File: config.mk
export PLATFORM = sky130hd
export DESIGN_NAME = sdo_orient
export DESIGN_NICKNAME = d
export VERILOG_FILES = /design/src/rtl/sdo_pkg.sv /design/src/rtl/sdo_axis_pick.sv /design/src/rtl/sdo_orient.sv
export SDC_FILE = /design/constraint.sdc
export NUM_CORES = 1
export LEC_CHECK = 0
export ABC_AREA = 1
export BUFFER_PORTS_ARGS = -buffer_cell sky130_fd_sc_hd__buf_2
export CORE_MARGIN = 5
export CORE_UTILIZATION = 25
export CTS_BUF_LIST = sky130_fd_sc_hd__clkbuf_8
export DETAILED_ROUTE_END_ITERATION = 16
export SLEW_MARGIN = 20
export SYNTH_ARGS = -nofsm -noshare
export SYNTH_HDL_FRONTEND = slang
export SYNTH_SLANG_ARGS = --single-unit
File: constraint.sdc
create_clock -name clk_i -period 9.9 [get_ports clk_i]
set_input_delay 0.495 -clock clk_i [delete_from_list [all_inputs] [get_ports clk_i]]
set_output_delay 0.495 -clock clk_i [all_outputs]
set_load 0.01 [all_outputs]
File: src/rtl/sdo_pkg.sv
package sdo_pkg;

  // ----------------------------------------------------------------------
  // Command packet layout and codes
  // ----------------------------------------------------------------------
  localparam logic [7:0] APP_ID = 8'h1A;
  localparam logic [7:0] OP_RD_CFG = 8'h10;
  localparam logic [7:0] OP_WR_CFG = 8'h20;
  localparam logic [7:0] OP_RD_STS = 8'h30;
  localparam logic [7:0] RSP_OK = 8'h80;
  localparam logic [7:0] RSP_BAD_ID = 8'h81;
  localparam logic [7:0] RSP_BAD_OP = 8'h82;
  localparam int MB_ID = 0;
  localparam int MB_CMD = 1;
  localparam int MB_OFF = 2;
  localparam int MB_CNT = 3;
  localparam int MB_DATA = 4;
  localparam int MB_DEPTH = 8;

  // ----------------------------------------------------------------------
  // Register map, reset values and field positions
  // ----------------------------------------------------------------------
  localparam logic [7:0] OFF_THRESHOLD = 8'h00;
  localparam logic [7:0] OFF_MODE = 8'h01;
  localparam logic [7:0] OFF_STATUS = 8'h00;
  localparam logic [7:0] OFF_COUNT = 8'h01;
  localparam logic [7:0] REG_BYTES = 8'h02;
  localparam logic [7:0] THRESHOLD_RST = 8'h1E;
  localparam logic [7:0] MODE_RST = 8'h01;
  localparam logic [7:0] STATUS_RST = 8'h06;
  localparam logic [7:0] COUNT_RST = 8'h00;
  localparam int FLAG_BIT = 7;
  localparam int POS_BIT = 2;
  localparam int MODE_BIT = 0;

  // ----------------------------------------------------------------------
  // Axis codes and front-end scale
  // ----------------------------------------------------------------------
  localparam logic [1:0] AXIS_X = 2'h0;
  localparam logic [1:0] AXIS_Y = 2'h1;
  localparam logic [1:0] AXIS_Z = 2'h2;
  localparam logic signed [16:0] HALF_G = 17'sh02000;

  // ----------------------------------------------------------------------
  // Command engine states
  // ----------------------------------------------------------------------
  typedef enum logic [2:0] {
    ST_IDLE = 3'b001,
    ST_EXEC = 3'b010,
    ST_DONE = 3'b100
  } sdo_state_t;

endpackage

File: src/rtl/sdo_axis_pick.sv
`timescale 1ns/1ns
`default_nettype none

// Picks the axis with the largest magnitude and says whether the reported
// direction still carries at least half of one g.
module sdo_axis_pick #(
  parameter logic signed [16:0] HALF_G = sdo_pkg::HALF_G
) (
  input wire logic signed [15:0] accel_x_i,
  input wire logic signed [15:0] accel_y_i,
  input wire logic signed [15:0] accel_z_i,
  input wire logic [1:0] cur_axis_i,
  input wire logic cur_pos_i,
  output logic [1:0] cand_axis_o,
  output logic cand_pos_o,
  output logic cur_weak_o
);

  // ----------------------------------------------------------------------
  // Helpers
  // ----------------------------------------------------------------------
  // Widened by one bit so that the most negative code has a magnitude.
  function automatic logic [16:0] mag(input logic signed [15:0] a);
    logic signed [16:0] e;
    e = {a[15], a};
    mag = e[16] ? 17'(-e) : 17'(e);
  endfunction

  logic [16:0] mx;
  logic [16:0] my;
  logic [16:0] mz;
  logic signed [16:0] along;

  assign mx = mag(accel_x_i);
  assign my = mag(accel_y_i);
  assign mz = mag(accel_z_i);

  // ----------------------------------------------------------------------
  // Candidate: largest magnitude; a positive reading means that axis points
  // away from gravity. Ties favour Z, then Y.
  // ----------------------------------------------------------------------
  always_comb
  begin
    if (mz >= mx && mz >= my)
    begin
      cand_axis_o = sdo_pkg::AXIS_Z;
      cand_pos_o = ~accel_z_i[15];
    end
    else if (my >= mx)
    begin
      cand_axis_o = sdo_pkg::AXIS_Y;
      cand_pos_o = ~accel_y_i[15];
    end
    else
    begin
      cand_axis_o = sdo_pkg::AXIS_X;
      cand_pos_o = ~accel_x_i[15];
    end
  end

  // Signed reading along the reported direction; a reversed device reads
  // negative and so counts as weak.
  always_comb
  begin
    if (cur_axis_i == sdo_pkg::AXIS_X)
      along = {accel_x_i[15], accel_x_i};
    else if (cur_axis_i == sdo_pkg::AXIS_Y)
      along = {accel_y_i[15], accel_y_i};
    else
      along = {accel_z_i[15], accel_z_i};
    if (!cur_pos_i)
      along = 17'(-along);
  end

  assign cur_weak_o = (along < HALF_G); // see

endmodule

`default_nettype wire

File: src/rtl/sdo_orient.sv
// Contract
// Report one of six directions, against gravity.
// Below half g, find largest-magnitude candidate axis.
// Update when candidate persists and count reaches threshold.
// Above half g, hold current direction.
// Packets carry and responses echo identifier 0x1A.
// Direction fixed until count meets 8-bit threshold.
// Mode bit 0: decrement or clear on change.
// Change flag bit 7, cleared by status read.
// Status bit 2 gives direction sign.
// Status bits 1:0 give axis code.
// Debounce total readable as 8-bit field.
// Host reads both status bytes together.
// Single-byte config writes accepted.
// Write config: id, 0x20, offset, count, data.
// Config read returns id, 0x80, counts, data.
// Read status: id, 0x30, offset, count.
// Data placed before command-complete flag sets.
// Most significant byte in lower mailbox.
// Count advances per sample, saturating at 0xFF.
`timescale 1ns/1ns
`default_nettype none

module sdo_orient #(
  parameter logic signed [16:0] HALF_G = sdo_pkg::HALF_G,
  parameter int MB_DEPTH = sdo_pkg::MB_DEPTH
) (
  input wire logic clk_i,
  input wire logic reset_i,
  input wire logic ce_i,
  input wire logic sample_valid_i,
  input wire logic signed [15:0] accel_x_i,
  input wire logic signed [15:0] accel_y_i,
  input wire logic signed [15:0] accel_z_i,
  input wire logic mb_wr_i,
  input wire logic mb_rd_i,
  input wire logic [$clog2(MB_DEPTH)-1:0] mb_addr_i,
  input wire logic [7:0] mb_wdata_i,
  input wire logic cmd_go_i,
  output logic [7:0] mb_rdata_o,
  output logic command_complete_o,
  output logic busy_o,
  output logic [1:0] axis_o,
  output logic axis_pos_o,
  output logic direction_change_flag_o
);

  // ----------------------------------------------------------------------
  // Storage
  // ----------------------------------------------------------------------
  localparam int AW = $clog2(MB_DEPTH);

  logic [7:0] mb [MB_DEPTH];
  sdo_pkg::sdo_state_t state;
  logic [7:0] debounce_threshold;
  logic debounce_counter_mode;
  logic [7:0] debounce_total;
  logic [1:0] cand_prev_axis;
  logic cand_prev_pos;
  logic cand_ok;
  logic [7:0] cmd_id;
  logic [7:0] cmd_op;
  logic [7:0] cmd_off;
  logic [7:0] cmd_cnt;

  logic [1:0] cand_axis;
  logic cand_pos;
  logic cur_weak;
  logic same_cand;
  logic dir_update;
  logic [7:0] next_total;
  logic flag_clear;
  logic [7:0] rsp_code;
  logic [7:0] actual;
  logic [7:0] status_byte;

  // ----------------------------------------------------------------------
  // Helpers
  // ----------------------------------------------------------------------
  // Bytes of the map that start at the offset and lie inside it.
  function automatic logic [7:0] fit_count(input logic [7:0] off,
                                           input logic [7:0] cnt);
    logic [7:0] room;
    room = 8'(sdo_pkg::REG_BYTES - off);
    if (off >= sdo_pkg::REG_BYTES)
      fit_count = 8'h00;
    else if (cnt < room)
      fit_count = cnt;
    else
      fit_count = room;
  endfunction

  // One byte of the configuration or status map at a byte index.
  function automatic logic [7:0] map_byte(input logic is_sts,
                                          input logic [7:0] idx,
                                          input logic [7:0] thr,
                                          input logic mode,
                                          input logic [7:0] sts,
                                          input logic [7:0] total);
    map_byte = 8'h00;
    if (is_sts)
    begin
      if (idx == sdo_pkg::OFF_STATUS)
        map_byte = sts;
      else if (idx == sdo_pkg::OFF_COUNT)
        map_byte = total;
    end
    else
    begin
      if (idx == sdo_pkg::OFF_THRESHOLD)
        map_byte = thr;
      else if (idx == sdo_pkg::OFF_MODE)
        map_byte = {7'h00, mode};
    end
  endfunction

  // ----------------------------------------------------------------------
  // Direction classifier
  // ----------------------------------------------------------------------
  sdo_axis_pick #(
    .HALF_G(HALF_G)
  ) u_pick (
    .accel_x_i(accel_x_i),
    .accel_y_i(accel_y_i),
    .accel_z_i(accel_z_i),
    .cur_axis_i(axis_o),
    .cur_pos_i(axis_pos_o),
    .cand_axis_o(cand_axis),
    .cand_pos_o(cand_pos),
    .cur_weak_o(cur_weak)
  );

  assign same_cand = cand_ok && cand_axis == cand_prev_axis &&
                     cand_pos == cand_prev_pos;

  // ----------------------------------------------------------------------
  // Debounce decision for one sample
  // ----------------------------------------------------------------------
  // A candidate equal to the reported direction never fires an update, so
  // the change flag only marks real changes.
  always_comb
  begin
    dir_update = 1'b0;
    next_total = debounce_total;
    if (sample_valid_i && cur_weak)
    begin
      if (same_cand)
      begin
        if (debounce_total >= debounce_threshold &&
            (cand_axis != axis_o || cand_pos != axis_pos_o))
        begin
          dir_update = 1'b1; // see
          next_total = 8'h00;
        end
        else if (debounce_total != 8'hFF)
          next_total = 8'(debounce_total + 8'h01);
      end
      else if (debounce_counter_mode)
        next_total = 8'h00;
      else if (debounce_total != 8'h00)
        next_total = 8'(debounce_total - 8'h01);
    end
  end

  // Candidate tracking; a strong reported direction drops the candidate.
  always_ff @(posedge clk_i or posedge reset_i)
  begin
    if (reset_i)
    begin
      cand_prev_axis <= sdo_pkg::AXIS_Z;
      cand_prev_pos <= 1'b1;
      cand_ok <= 1'b0;
      debounce_total <= sdo_pkg::COUNT_RST;
    end
    else if (ce_i && sample_valid_i)
    begin
      debounce_total <= next_total;
      if (!cur_weak)
        cand_ok <= 1'b0;
      else
      begin
        cand_prev_axis <= cand_axis;
        cand_prev_pos <= cand_pos;
        cand_ok <= 1'b1;
      end
    end
  end

  // Reported direction; reset value reads as 0x06, positive Z.
  always_ff @(posedge clk_i or posedge reset_i)
  begin
    if (reset_i)
    begin
      axis_o <= sdo_pkg::STATUS_RST[1:0];
      axis_pos_o <= sdo_pkg::STATUS_RST[sdo_pkg::POS_BIT];
    end
    else if (ce_i && dir_update)
    begin
      axis_o <= cand_axis; // see
      axis_pos_o <= cand_pos;
    end
  end

  // Change flag: a new change in the cycle of a clearing read wins.
  always_ff @(posedge clk_i or posedge reset_i)
  begin
    if (reset_i)
      direction_change_flag_o <= sdo_pkg::STATUS_RST[sdo_pkg::FLAG_BIT];
    else if (ce_i)
      direction_change_flag_o <= dir_update ||
        (direction_change_flag_o && !flag_clear);
  end

  assign status_byte = {direction_change_flag_o, 4'h0, axis_pos_o,
                        axis_o}; // see see

  // ----------------------------------------------------------------------
  // Command decode
  // ----------------------------------------------------------------------
  always_comb
  begin
    if (cmd_id != sdo_pkg::APP_ID)
      rsp_code = sdo_pkg::RSP_BAD_ID;
    else if (cmd_op == sdo_pkg::OP_RD_CFG || cmd_op == sdo_pkg::OP_WR_CFG ||
             cmd_op == sdo_pkg::OP_RD_STS)
      rsp_code = sdo_pkg::RSP_OK;
    else
      rsp_code = sdo_pkg::RSP_BAD_OP;
  end

  assign actual = (rsp_code == sdo_pkg::RSP_OK) ?
                  fit_count(cmd_off, cmd_cnt) : 8'h00;

  // The status byte is read, and its flag cleared, only when the read
  // really covers offset zero.
  assign flag_clear = state == sdo_pkg::ST_EXEC &&
                      rsp_code == sdo_pkg::RSP_OK &&
                      cmd_op == sdo_pkg::OP_RD_STS &&
                      cmd_off == sdo_pkg::OFF_STATUS &&
                      actual != 8'h00; // see

  // ----------------------------------------------------------------------
  // Command engine
  // ----------------------------------------------------------------------
  // Three steps: latch the packet, place the answer, then raise complete.
  always_ff @(posedge clk_i or posedge reset_i)
  begin
    if (reset_i)
    begin
      state <= sdo_pkg::ST_IDLE;
      cmd_id <= 8'h00;
      cmd_op <= 8'h00;
      cmd_off <= 8'h00;
      cmd_cnt <= 8'h00;
    end
    else if (ce_i)
    begin
      case (state)
        sdo_pkg::ST_IDLE:
        begin
          if (cmd_go_i)
          begin
            cmd_id <= mb[sdo_pkg::MB_ID];
            cmd_op <= mb[sdo_pkg::MB_CMD];
            cmd_off <= mb[sdo_pkg::MB_OFF];
            cmd_cnt <= mb[sdo_pkg::MB_CNT];
            state <= sdo_pkg::ST_EXEC;
          end
        end
        sdo_pkg::ST_EXEC:
          state <= sdo_pkg::ST_DONE;
        sdo_pkg::ST_DONE:
          state <= sdo_pkg::ST_IDLE;
        default:
          state <= sdo_pkg::ST_IDLE;
      endcase
    end
  end

  // Complete drops when a command starts and rises one cycle after the
  // answer is in the mailboxes.
  always_ff @(posedge clk_i or posedge reset_i)
  begin
    if (reset_i)
    begin
      command_complete_o <= 1'b0;
      busy_o <= 1'b0;
    end
    else if (ce_i)
    begin
      if (state == sdo_pkg::ST_IDLE && cmd_go_i)
      begin
        command_complete_o <= 1'b0;
        busy_o <= 1'b1;
      end
      else if (state == sdo_pkg::ST_DONE)
      begin
        command_complete_o <= 1'b1;
        busy_o <= 1'b0;
      end
    end
  end

  // ----------------------------------------------------------------------
  // Mailboxes
  // ----------------------------------------------------------------------
  // Host writes are taken only while idle, so the engine owns the array
  // while it answers and no byte has two writers in one cycle.
  always_ff @(posedge clk_i or posedge reset_i)
  begin
    if (reset_i)
    begin
      for (int i = 0; i < MB_DEPTH; i++)
        mb[i] <= 8'h00;
    end
    else if (ce_i)
    begin
      if (state == sdo_pkg::ST_IDLE && mb_wr_i && !cmd_go_i)
        mb[mb_addr_i] <= mb_wdata_i;
      else if (state == sdo_pkg::ST_EXEC)
      begin
        mb[sdo_pkg::MB_ID] <= cmd_id;
        mb[sdo_pkg::MB_CMD] <= rsp_code;
        mb[sdo_pkg::MB_OFF] <= actual;
        mb[sdo_pkg::MB_CNT] <= cmd_cnt;
        if (cmd_op != sdo_pkg::OP_WR_CFG)
        begin
          for (int k = 0; k < 2; k++)
          begin
            if (8'(k) < actual)
              mb[sdo_pkg::MB_DATA + k] <= map_byte(
                cmd_op == sdo_pkg::OP_RD_STS, 8'(cmd_off + 8'(k)),
                debounce_threshold, debounce_counter_mode,
                status_byte, debounce_total); // see
          end
        end
      end
    end
  end

  // Registered read port for the host.
  always_ff @(posedge clk_i or posedge reset_i)
  begin
    if (reset_i)
      mb_rdata_o <= 8'h00;
    else if (ce_i && mb_rd_i)
      mb_rdata_o <= mb[mb_addr_i];
  end

  // ----------------------------------------------------------------------
  // Configuration registers
  // ----------------------------------------------------------------------
  // Bytes land in map order from the first data mailbox; any count of
  // one or two is taken, and bytes past the map are dropped.
  always_ff @(posedge clk_i or posedge reset_i)
  begin
    if (reset_i)
    begin
      debounce_threshold <= sdo_pkg::THRESHOLD_RST;
      debounce_counter_mode <= sdo_pkg::MODE_RST[sdo_pkg::MODE_BIT];
    end
    else if (ce_i && state == sdo_pkg::ST_EXEC &&
             rsp_code == sdo_pkg::RSP_OK && cmd_op == sdo_pkg::OP_WR_CFG)
    begin
      for (int k = 0; k < 2; k++)
      begin
        if (8'(k) < actual) // see
        begin
          if (8'(cmd_off + 8'(k)) == sdo_pkg::OFF_THRESHOLD)
            debounce_threshold <= mb[sdo_pkg::MB_DATA + k];
          else
            debounce_counter_mode <=
              mb[sdo_pkg::MB_DATA + k][sdo_pkg::MODE_BIT];
        end
      end
    end
  end

endmodule

`default_nettype wire

==> results of run 1 <==
## through the flow
| step | utilization, % | setup WS [ps] |
|---|---|---|
| 4_1_cts | 28.5 | 5940 |
| 3_5_place_dp | 27.6 | 5700 |
| 6_report | 28.6 | 5840 |
| 3_3_place_gp | 27.6 | 5830 |
| 2_1_floorplan | - | 5840 |
| 5_1_grt | 28.6 | 5580 |
## critical path, cell delays in order (launching register included)
cell and delay, ps:
sky130_fd_sc_hd__dfrtp_1 460, sky130_fd_sc_hd__nor2_1 200, sky130_fd_sc_hd__nand3_1 130, sky130_fd_sc_hd__nor3_1 190, sky130_fd_sc_hd__xor2_1 240, sky130_fd_sc_hd__ha_1 280, sky130_fd_sc_hd__a21oi_1 170, sky130_fd_sc_hd__o21a_1 170
sky130_fd_sc_hd__nand2_1 260, sky130_fd_sc_hd__or2_2 380, sky130_fd_sc_hd__nand3_1 80, sky130_fd_sc_hd__nand2_1 60, sky130_fd_sc_hd__nor2_1 250, sky130_fd_sc_hd__nand2_2 200, sky130_fd_sc_hd__a31o_2 380, sky130_fd_sc_hd__nand2_2 230
sky130_fd_sc_hd__nand2_1 70, sky130_fd_sc_hd__nand3_1 70, sky130_fd_sc_hd__nand3_1 80, sky130_fd_sc_hd__o21ai_1 80
## metal layers
| metal | vias up | routed length [µm] | share of wire, % | GRT usage, % |
|---|---|---|---|---|
| met2 | 359 | 14900 | 45 | 23.1 |
| met1 | 4705 | 15400 | 47 | 20.5 |
| met4 | 0 | 739 | 2.3 | 3.88 |
| li1 | 4916 | - | - | - |
| met3 | 50 | 1850 | 5.6 | 2.18 |
| met5 | - | 0 | 0 | 0 |
## where the power goes
| part | leakage [nW] | switching [mW] | internal (mW) |
|---|---|---|---|
| Clock | 0.184 | 0.274 | 0.191 |
| Sequential | 1.71 | 0.147 | 0.726 |
| Combinational | 3.67 | 0.596 | 0.316 |
## final cells by class
cell class	count	area (µm²)
sequential	134	3370
fill	4528	29100
inverter	207	790
clock inverter	14	131
tap	532	666
clock buffer	18	248
multi-input combinational	1043	5980
timing repair buffer	88	463
## worst paths after layout
check / end / start / slack, ps / cells after the start
worst min-delay path: cmd_op[3] / reset_i / 140 / 2
min in group clk_i: state[1] / ce_i / 330 / 2
worst max-delay path: debounce_threshold[0] / cmd_off[3] / 5840 / 19
max in group asynchronous: mb[42] / reset_i / 8470 / 3
worst min register to register: mb[25] / mb[25] / 500 / 2
worst max register to register: debounce_threshold[0] / cmd_off[3] / 5840 / 19
## kinds of logic (layout without fill, tap and decap cells)
family | Yosys count | after routing | synth area share (%)
buf+inv | 245 | 327 | 9.20
flops | 134 | 134 | 32.8
xor+xnor | 48 | 48 | 4.10
compound gates | 318 | 318 | 18.2
fa+ha+maj | 73 | 73 | 8.90
other cells | 2 | 6 | 0.0732
mux | 1 | 1 | 0.110
simple gates | 597 | 597 | 26.6
## Yosys cell counts (3+ instances only)
master,number
sky130_fd_sc_hd__o22ai_1,25
sky130_fd_sc_hd__nand3_1,97
sky130_fd_sc_hd__clkbuf_1,30
sky130_fd_sc_hd__nand3_2,3
sky130_fd_sc_hd__a21oi_1,58
sky130_fd_sc_hd__dfstp_2,10
sky130_fd_sc_hd__clkinv_1,5
sky130_fd_sc_hd__a41oi_1,4
sky130_fd_sc_hd__buf_2,7
sky130_fd_sc_hd__ha_1,73
sky130_fd_sc_hd__nand2_2,19
sky130_fd_sc_hd__nor2_1,98
sky130_fd_sc_hd__a221oi_1,14
sky130_fd_sc_hd__nor2_2,8
sky130_fd_sc_hd__o21a_1,8
sky130_fd_sc_hd__xor2_1,39
sky130_fd_sc_hd__a31oi_1,8
sky130_fd_sc_hd__o32ai_1,4
sky130_fd_sc_hd__nand4_1,21
sky130_fd_sc_hd__inv_1,193
sky130_fd_sc_hd__or2_2,6
sky130_fd_sc_hd__a22oi_1,17
sky130_fd_sc_hd__nor3_1,29
sky130_fd_sc_hd__dfrtp_1,124
sky130_fd_sc_hd__o211ai_1,17
sky130_fd_sc_hd__nand2_1,285
sky130_fd_sc_hd__nand3b_1,11
sky130_fd_sc_hd__nor4_1,7
sky130_fd_sc_hd__o21ai_1,12
sky130_fd_sc_hd__xnor2_1,9
sky130_fd_sc_hd__inv_2,7
sky130_fd_sc_hd__nand2_4,5
sky130_fd_sc_hd__o21ai_0,136
## state kept, by name, indices dropped and copies added, names as in the netlist
name,flops
axis_o,2
cand_prev_axis,2
state,3
debounce_counter_mode,1
command_complete_o,1
debounce_threshold,8
axis_pos_o,1
mb_rdata_o,8
cmd_cnt,8
cand_ok,1
cmd_off,8
cmd_id,8
direction_change_flag_o,1
cand_prev_pos,1
mb,64
busy_o,1
cmd_op,8
debounce_total,8
==> run metrics, run 1 <==
cell area after layout around 12000 µm²; overall via count from detail_route between 10k and 15k; quantity of gates resized following cts 0; clock latency reported for the late side of the worst-skew pair ~470 ps; cell types with the largest area share after synthesis sky130_fd_sc_hd__dfrtp_1 30%, sky130_fd_sc_hd__nand2_1 10%, sky130_fd_sc_hd__ha_1 8.9%; average size of a mapped cell a little over 7 µm²; Die Width ~210 µm; Tcrit/Tclk final approximately two fifths; number of buffer cells added on primary ports slightly below 80; synthesis-to-layout area growth 13.5%; leakage power of the design 5.57 nW; top flip-flop cell by instance count after synthesis sky130_fd_sc_hd__dfrtp_1; DP Wirelength ~25000 µm; antenna cells 0; remaining routing DRC violations 0; kind of start point of the critical path register; count of flip-flops with a built-in enable after synthesis 0; peak ir drop on the vdd network approximately 0.13 mV; number of buffers created by CTS 17; highest clock rate between 200 and 250 MHz; final net count 1630; post-route total power 2.25 mW; GRT overflow 0; worst hold path type input pin to asynchronous set/reset pin; global-route wire length before repair about 52000 µm; Core ar. roughly 41000 µm²; Post-CTS Hold Buffers 0; # IOs 80; synthesized cell area 10300 µm²; Maximum Capacitance Violations 0; worst-case clock buffer depth 2; yosys warns 0; iteration-0 DRC count of the detailed router approximately 980; worst-path maximum fanout 14; final count of negative-setup-slack endpoints 0; die area between 40000 and 50000 µm²; required time of the critical path roughly 10000 ps; starting utilization of the core area around a quarter; remaining max-slew budget at the tightest pin between 30% and 40%; detail-routed via count per cell 4.93; max-slew violation count 0; final wirelength 32800 µm; number of standard cells after synthesis roughly 1.4k; worst-case hold slack approximately 140 ps; DRT antenna net count 0; average wire per cell in the routed design between 15 and 20 µm; Worst EP arrival between 4000 and 5000 ps; most common cell after layout, fill and taps aside sky130_fd_sc_hd__nand2_1; number of placed instances with taps included 2004; Clock Pin Slew Worst Setup and Hold Paths approximately 110 ps; non-filler instance count after layout between 2k and 2.5k; Power Dens Cells about 190 nW/µm²; clock root cell sky130_fd_sc_hd__clkbuf_8; unrepaired setup endpoints after global routing false; Cell Area, Placed approximately 11000 µm²; Cell variety after synth between 50 and 60; share of the synthesized area in the top cell type between 30% and 40%; total iterations of the first detailed-routing run 6; slew of the pin with the lowest slew margin 986 ps; time the worst path needs with I/O delays and setup a little over 4000 ps; clock tree skew after final layout between 20 and 25 ps; Post-synth ARST share between 90% and 100%; CTS H-tree lvls 4; register bit total from synthesis between 100 and 150; largest net degree at the start of global routing a little under 80; share of final-layout standard cells stronger than drive strength 1 between 10% and 20%; Tot GR Track Use between 10 and 15%; sequential cell area fraction in the yosys report between 30 and 40%; final count of hold timing violations 0; accumulated negative setup slack 0 ps; critical path type register to register; # Post-CTS Setup Buffers 0; most area-hungry cell type in the Yosys netlist sky130_fd_sc_hd__dfrtp_1; endpoint class of the critical path register; number of standard-cell rows in the floorplan 74; commonest cells after routing, fill and taps aside 284 x sky130_fd_sc_hd__nand2_1, 192 x sky130_fd_sc_hd__inv_1, 136 x sky130_fd_sc_hd__o21ai_0; routability-driven placement congestion ratio just under 0.9; run status finished clean; Num Clock Sinks 134; TritonCTS clock tree built; die extent in y 213 µm; via count of the first global-routing pass approximately 9.5k; initial antenna violation count 0
(Power assumes the default switching activity.)
==> run 2, diff against run 1 <==
--- a/config.mk
+++ b/config.mk
@@ -5,7 +5,7 @@
 export SDC_FILE = /design/constraint.sdc
 export NUM_CORES = 1
 export LEC_CHECK = 0
-export ABC_AREA = 1
+export ABC_AREA = 0
 export BUFFER_PORTS_ARGS = -buffer_cell sky130_fd_sc_hd__buf_2
 export CORE_MARGIN = 5
 export CORE_UTILIZATION = 25
==> constraint.sdc (replaced) <==
create_clock -name clk_i -period 4.21 [get_ports clk_i]
set_input_delay 0.2105 -clock clk_i [delete_from_list [all_inputs] [get_ports clk_i]]
set_output_delay 0.2105 -clock clk_i [all_outputs]
set_load 0.01 [all_outputs]
==> run 2 against run 1 <==
  * The flow now finishes with violations (negative setup slack)
  * Clock-buffer cell count is 1 lower
  * Hold slack worse by 10 ps
  * Area after synthesis decreased by 3.6%
  * Total power increased to 2.5 times the previous value
  * Critical path type is now input pin to register
  * Highest routed layer is now met5
==> run metrics, run 2 <==
most common cell after layout, fill and taps aside sky130_fd_sc_hd__dfrtp_1; Maximum Capacitance Violations 0; share of the synthesized area in the top cell type between 30% and 40%; critical path type input pin to register; Tcrit/Tclk final 104%; final count of hold timing violations 0; required time of the critical path between 4000 and 5000 ps; endpoint with the worst hold slack cand_ok; top cells by count, synth 124 x sky130_fd_sc_hd__dfrtp_1, 91 x sky130_fd_sc_hd__nor2_1, 86 x sky130_fd_sc_hd__nand2_1; Power Dens Cells 460 nW/µm²; Crit path largest cell delay 630 ps; worst path setup slack after routing -150 ps; final wirelength 29700 µm; global-route wire length before repair 48000 µm; top flip-flop cell by instance count after synthesis sky130_fd_sc_hd__dfrtp_1; end of the worst register-to-register path mb[31]; post-route total power ~5.7 mW; yosys warns 0; Core ar. 38900 µm²; synthesis-to-layout area growth 24.3%; total iterations of the first detailed-routing run 5; clock latency reported for the late side of the worst-skew pair about 450 ps; endpoint class of the critical path register; Cell variety after synth 85; overall via count from detail_route 9108; GRT overflow 0; Tot GR Track Use between 10% and 20%; register bit total from synthesis approximately 130; Reg with most FFs mb; detail-routed via count per cell 5.11; average size of a mapped cell slightly above 9 µm²; Top Family by Delay on Critical Path simple AND/OR/NAND/NOR gates; worst hold path type input pin to register; Buf+Inv Stages, Crit Path 1; R2R cell count 15; most area-hungry cell type in the Yosys netlist sky130_fd_sc_hd__dfrtp_1; max-slew violation count 0; iteration-0 DRC count of the detailed router between 500 and 600; starting utilization of the core area between 20% and 30%; share of final-layout standard cells stronger than drive strength 1 between 20% and 30%; commonest cells after routing, fill and taps aside 124 x sky130_fd_sc_hd__dfrtp_1, 115 x sky130_fd_sc_hd__buf_4, 90 x sky130_fd_sc_hd__nor2_1; cell breakdown of the critical path buf_6 > or4_4 > or3_4 > or3_4 > or4b_4 > ha_4 > nand4_1 > o31ai_2 > o22ai_2 > or2_4 > a31oi_4 > xnor2_4 > or4_4 > o311ai_4 > a32o_1; initial antenna violation count 1; number of buffers created by CTS 17; number of placed instances with taps included between 1.5k and 2k; count of flip-flops with a built-in enable after synthesis 0; clock root cell sky130_fd_sc_hd__clkbuf_8; via count of the first global-routing pass between 8k and 9k; non-filler instance count after layout about 1.8k; Die Width 209 µm; DRT antenna net count 0; R2R Setup Slk around 230 ps; remaining max-slew budget at the tightest pin about 37%; final count of negative-setup-slack endpoints 7; time the worst path needs with I/O delays and setup 4360 ps; CTS H-tree lvls 4; Post-synth ARST share 100%; die area roughly 44000 µm²; cell types with the largest area share after synthesis sky130_fd_sc_hd__dfrtp_1 31%, sky130_fd_sc_hd__ha_1 9.2%, sky130_fd_sc_hd__mux2_2 6.8%; Num Clock Sinks 134; Cell Area, Placed between 10000 and 15000 µm²; clock tree skew after final layout ~14 ps; peak ir drop on the vdd network roughly 0.22 mV; die extent in y around 210 µm; number of flip-flops in the largest register 64; Worst EP arrival between 4000 and 5000 ps; routability-driven placement congestion ratio 0.877; worst-path maximum fanout 7; failing checks negative setup slack; run status finished, violations left; most repeated cell in the gate-level netlist after synthesis sky130_fd_sc_hd__dfrtp_1; number of standard-cell rows in the floorplan just over 70; sequential cell area fraction in the yosys report ~34%; slew of the pin with the lowest slew margin 949 ps; synthesized cell area slightly below 10000 µm²; Clock Pin Slew Worst Setup and Hold Paths approximately 80 ps; worst hold path stage count 4; antenna cells 0; highest clock rate 229 MHz; TritonCTS clock tree built; number of buffer cells added on primary ports just under 80; number of standard cells after synthesis roughly 1.1k; average wire per cell in the routed design between 15 and 20 µm; worst-case clock buffer depth 2; leakage power of the design approximately 5.4 nW; DP Wirelength between 20000 and 25000 µm; start point of the worst hold path sample_valid_i; remaining routing DRC violations 0; cell area after layout ~12000 µm²; unrepaired setup endpoints after global routing true; worst reg2reg path startpoint cmd_off[1]; cell at the slowest stage of the critical path sky130_fd_sc_hd__or4_4; kind of start point of the critical path input pin; # IOs 80; final net count 1392; largest net degree at the start of global routing ~100
==> run 2: cell count changes after synthesis, moves of 14 or more <==
| cell | previous run | this run |
|---|---|---|
| sky130_fd_sc_hd__a21o_1 | 2 | 20 |
| sky130_fd_sc_hd__a21oi_1 | 58 | 72 |
| sky130_fd_sc_hd__a22o_1 | 1 | 15 |
| sky130_fd_sc_hd__inv_1 | 193 | 54 |
| sky130_fd_sc_hd__mux2_2 | 1 | 60 |
| sky130_fd_sc_hd__mux2i_1 | 0 | 19 |
| sky130_fd_sc_hd__nand2_1 | 285 | 86 |
| sky130_fd_sc_hd__nand2_2 | 19 | 0 |
| sky130_fd_sc_hd__nand3_1 | 97 | 23 |
| sky130_fd_sc_hd__o21ai_0 | 136 | 59 |
| sky130_fd_sc_hd__xnor2_1 | 9 | 30 |
| sky130_fd_sc_hd__xor2_1 | 39 | 16 |
==> run 2: final cells by class <==
class / count / area [µm²]
fill: 4110 / 26600
sequential: 134 / 3370
clock buffer: 17 / 234
timing repair buffer: 195 / 1290
tap: 518 / 648
clock inverter: 15 / 134
inverter: 55 / 211
multi-input combinational: 850 / 6400
==> run 2: tightest hold or removal path: cells and delay by family <==
kind / cells / cell delay [ps]
buffers and inverters: 1 / 80
AND/OR/NAND/NOR: 3 / 270
==> run 2: logic make-up (layout without fill, tap and decap cells) <==
logic type | after synthesis | count (layout) | share of synthesized area, %
multiplexers | 83 | 83 | 9.67
AO/OA/AOI/OAI | 329 | 329 | 23.1
AND/OR/NAND/NOR | 310 | 310 | 15.4
adder cells (fa/ha/maj) | 74 | 74 | 9.34
XOR/XNOR | 48 | 48 | 4.40
flip-flops | 134 | 134 | 34.0
other | 2 | 6 | 0.0760
buffers and inverters | 100 | 282 | 3.97
==> run 2: stage by stage <==
step | hold WS [ps] | worst slack, ps | utilization, % | setup TNS (ps)
5_1_grt | 155 | -290 | 31.6 | -1780
2_1_floorplan | 343 | -443 | - | -2890
3_5_place_dp | 469 | -719 | 30.1 | -6450
6_report | 130 | -150 | 31.6 | -577
3_3_place_gp | 463 | -655 | 30.1 | -5720
4_1_cts | 127 | -33.1 | 31.3 | -68.6
==> run 2: repair_timing <==
action                                  4_1_cts  5_1_grt
endpoints found under the setup margin        8       20
setup buffers                                 2        3
hold buffers                                  1        0
pin swaps                                    17       10
endpoints found under the hold margin         5        0
gates resized for setup                      18       18
==> run 2: report_power, final <==
group	total [mW]	internal (mW)	switching [mW]	leakage (nW)
clock network	1.01	0.469	0.543	0.186
logic	2.51	1.16	1.34	3.57
registers	2.14	1.68	0.458	1.66
==> run 2: worst max path at each step <==
stage                 startpoint           endpoint  slack (ps)  cells after the start
global route        accel_y_i[6]  debounce_total[6]        -290                     16
floorplan           accel_x_i[8]  debounce_total[3]        -440                     16
CTS                 accel_x_i[8]  debounce_total[3]         -30                     16
finish              accel_y_i[6]  debounce_total[3]        -150                     15
detailed placement  accel_x_i[6]  debounce_total[3]        -720                     17
global placement    accel_x_i[6]  debounce_total[3]        -660                     16
==> run 2: layer usage <==
layer | wire length [µm] | GRT usage (%)
met3 | 1370 | 2.55
met1 | 13500 | 17.8
met4 | 684 | 3.65
met5 | 7 | 0
met2 | 14200 | 22.2
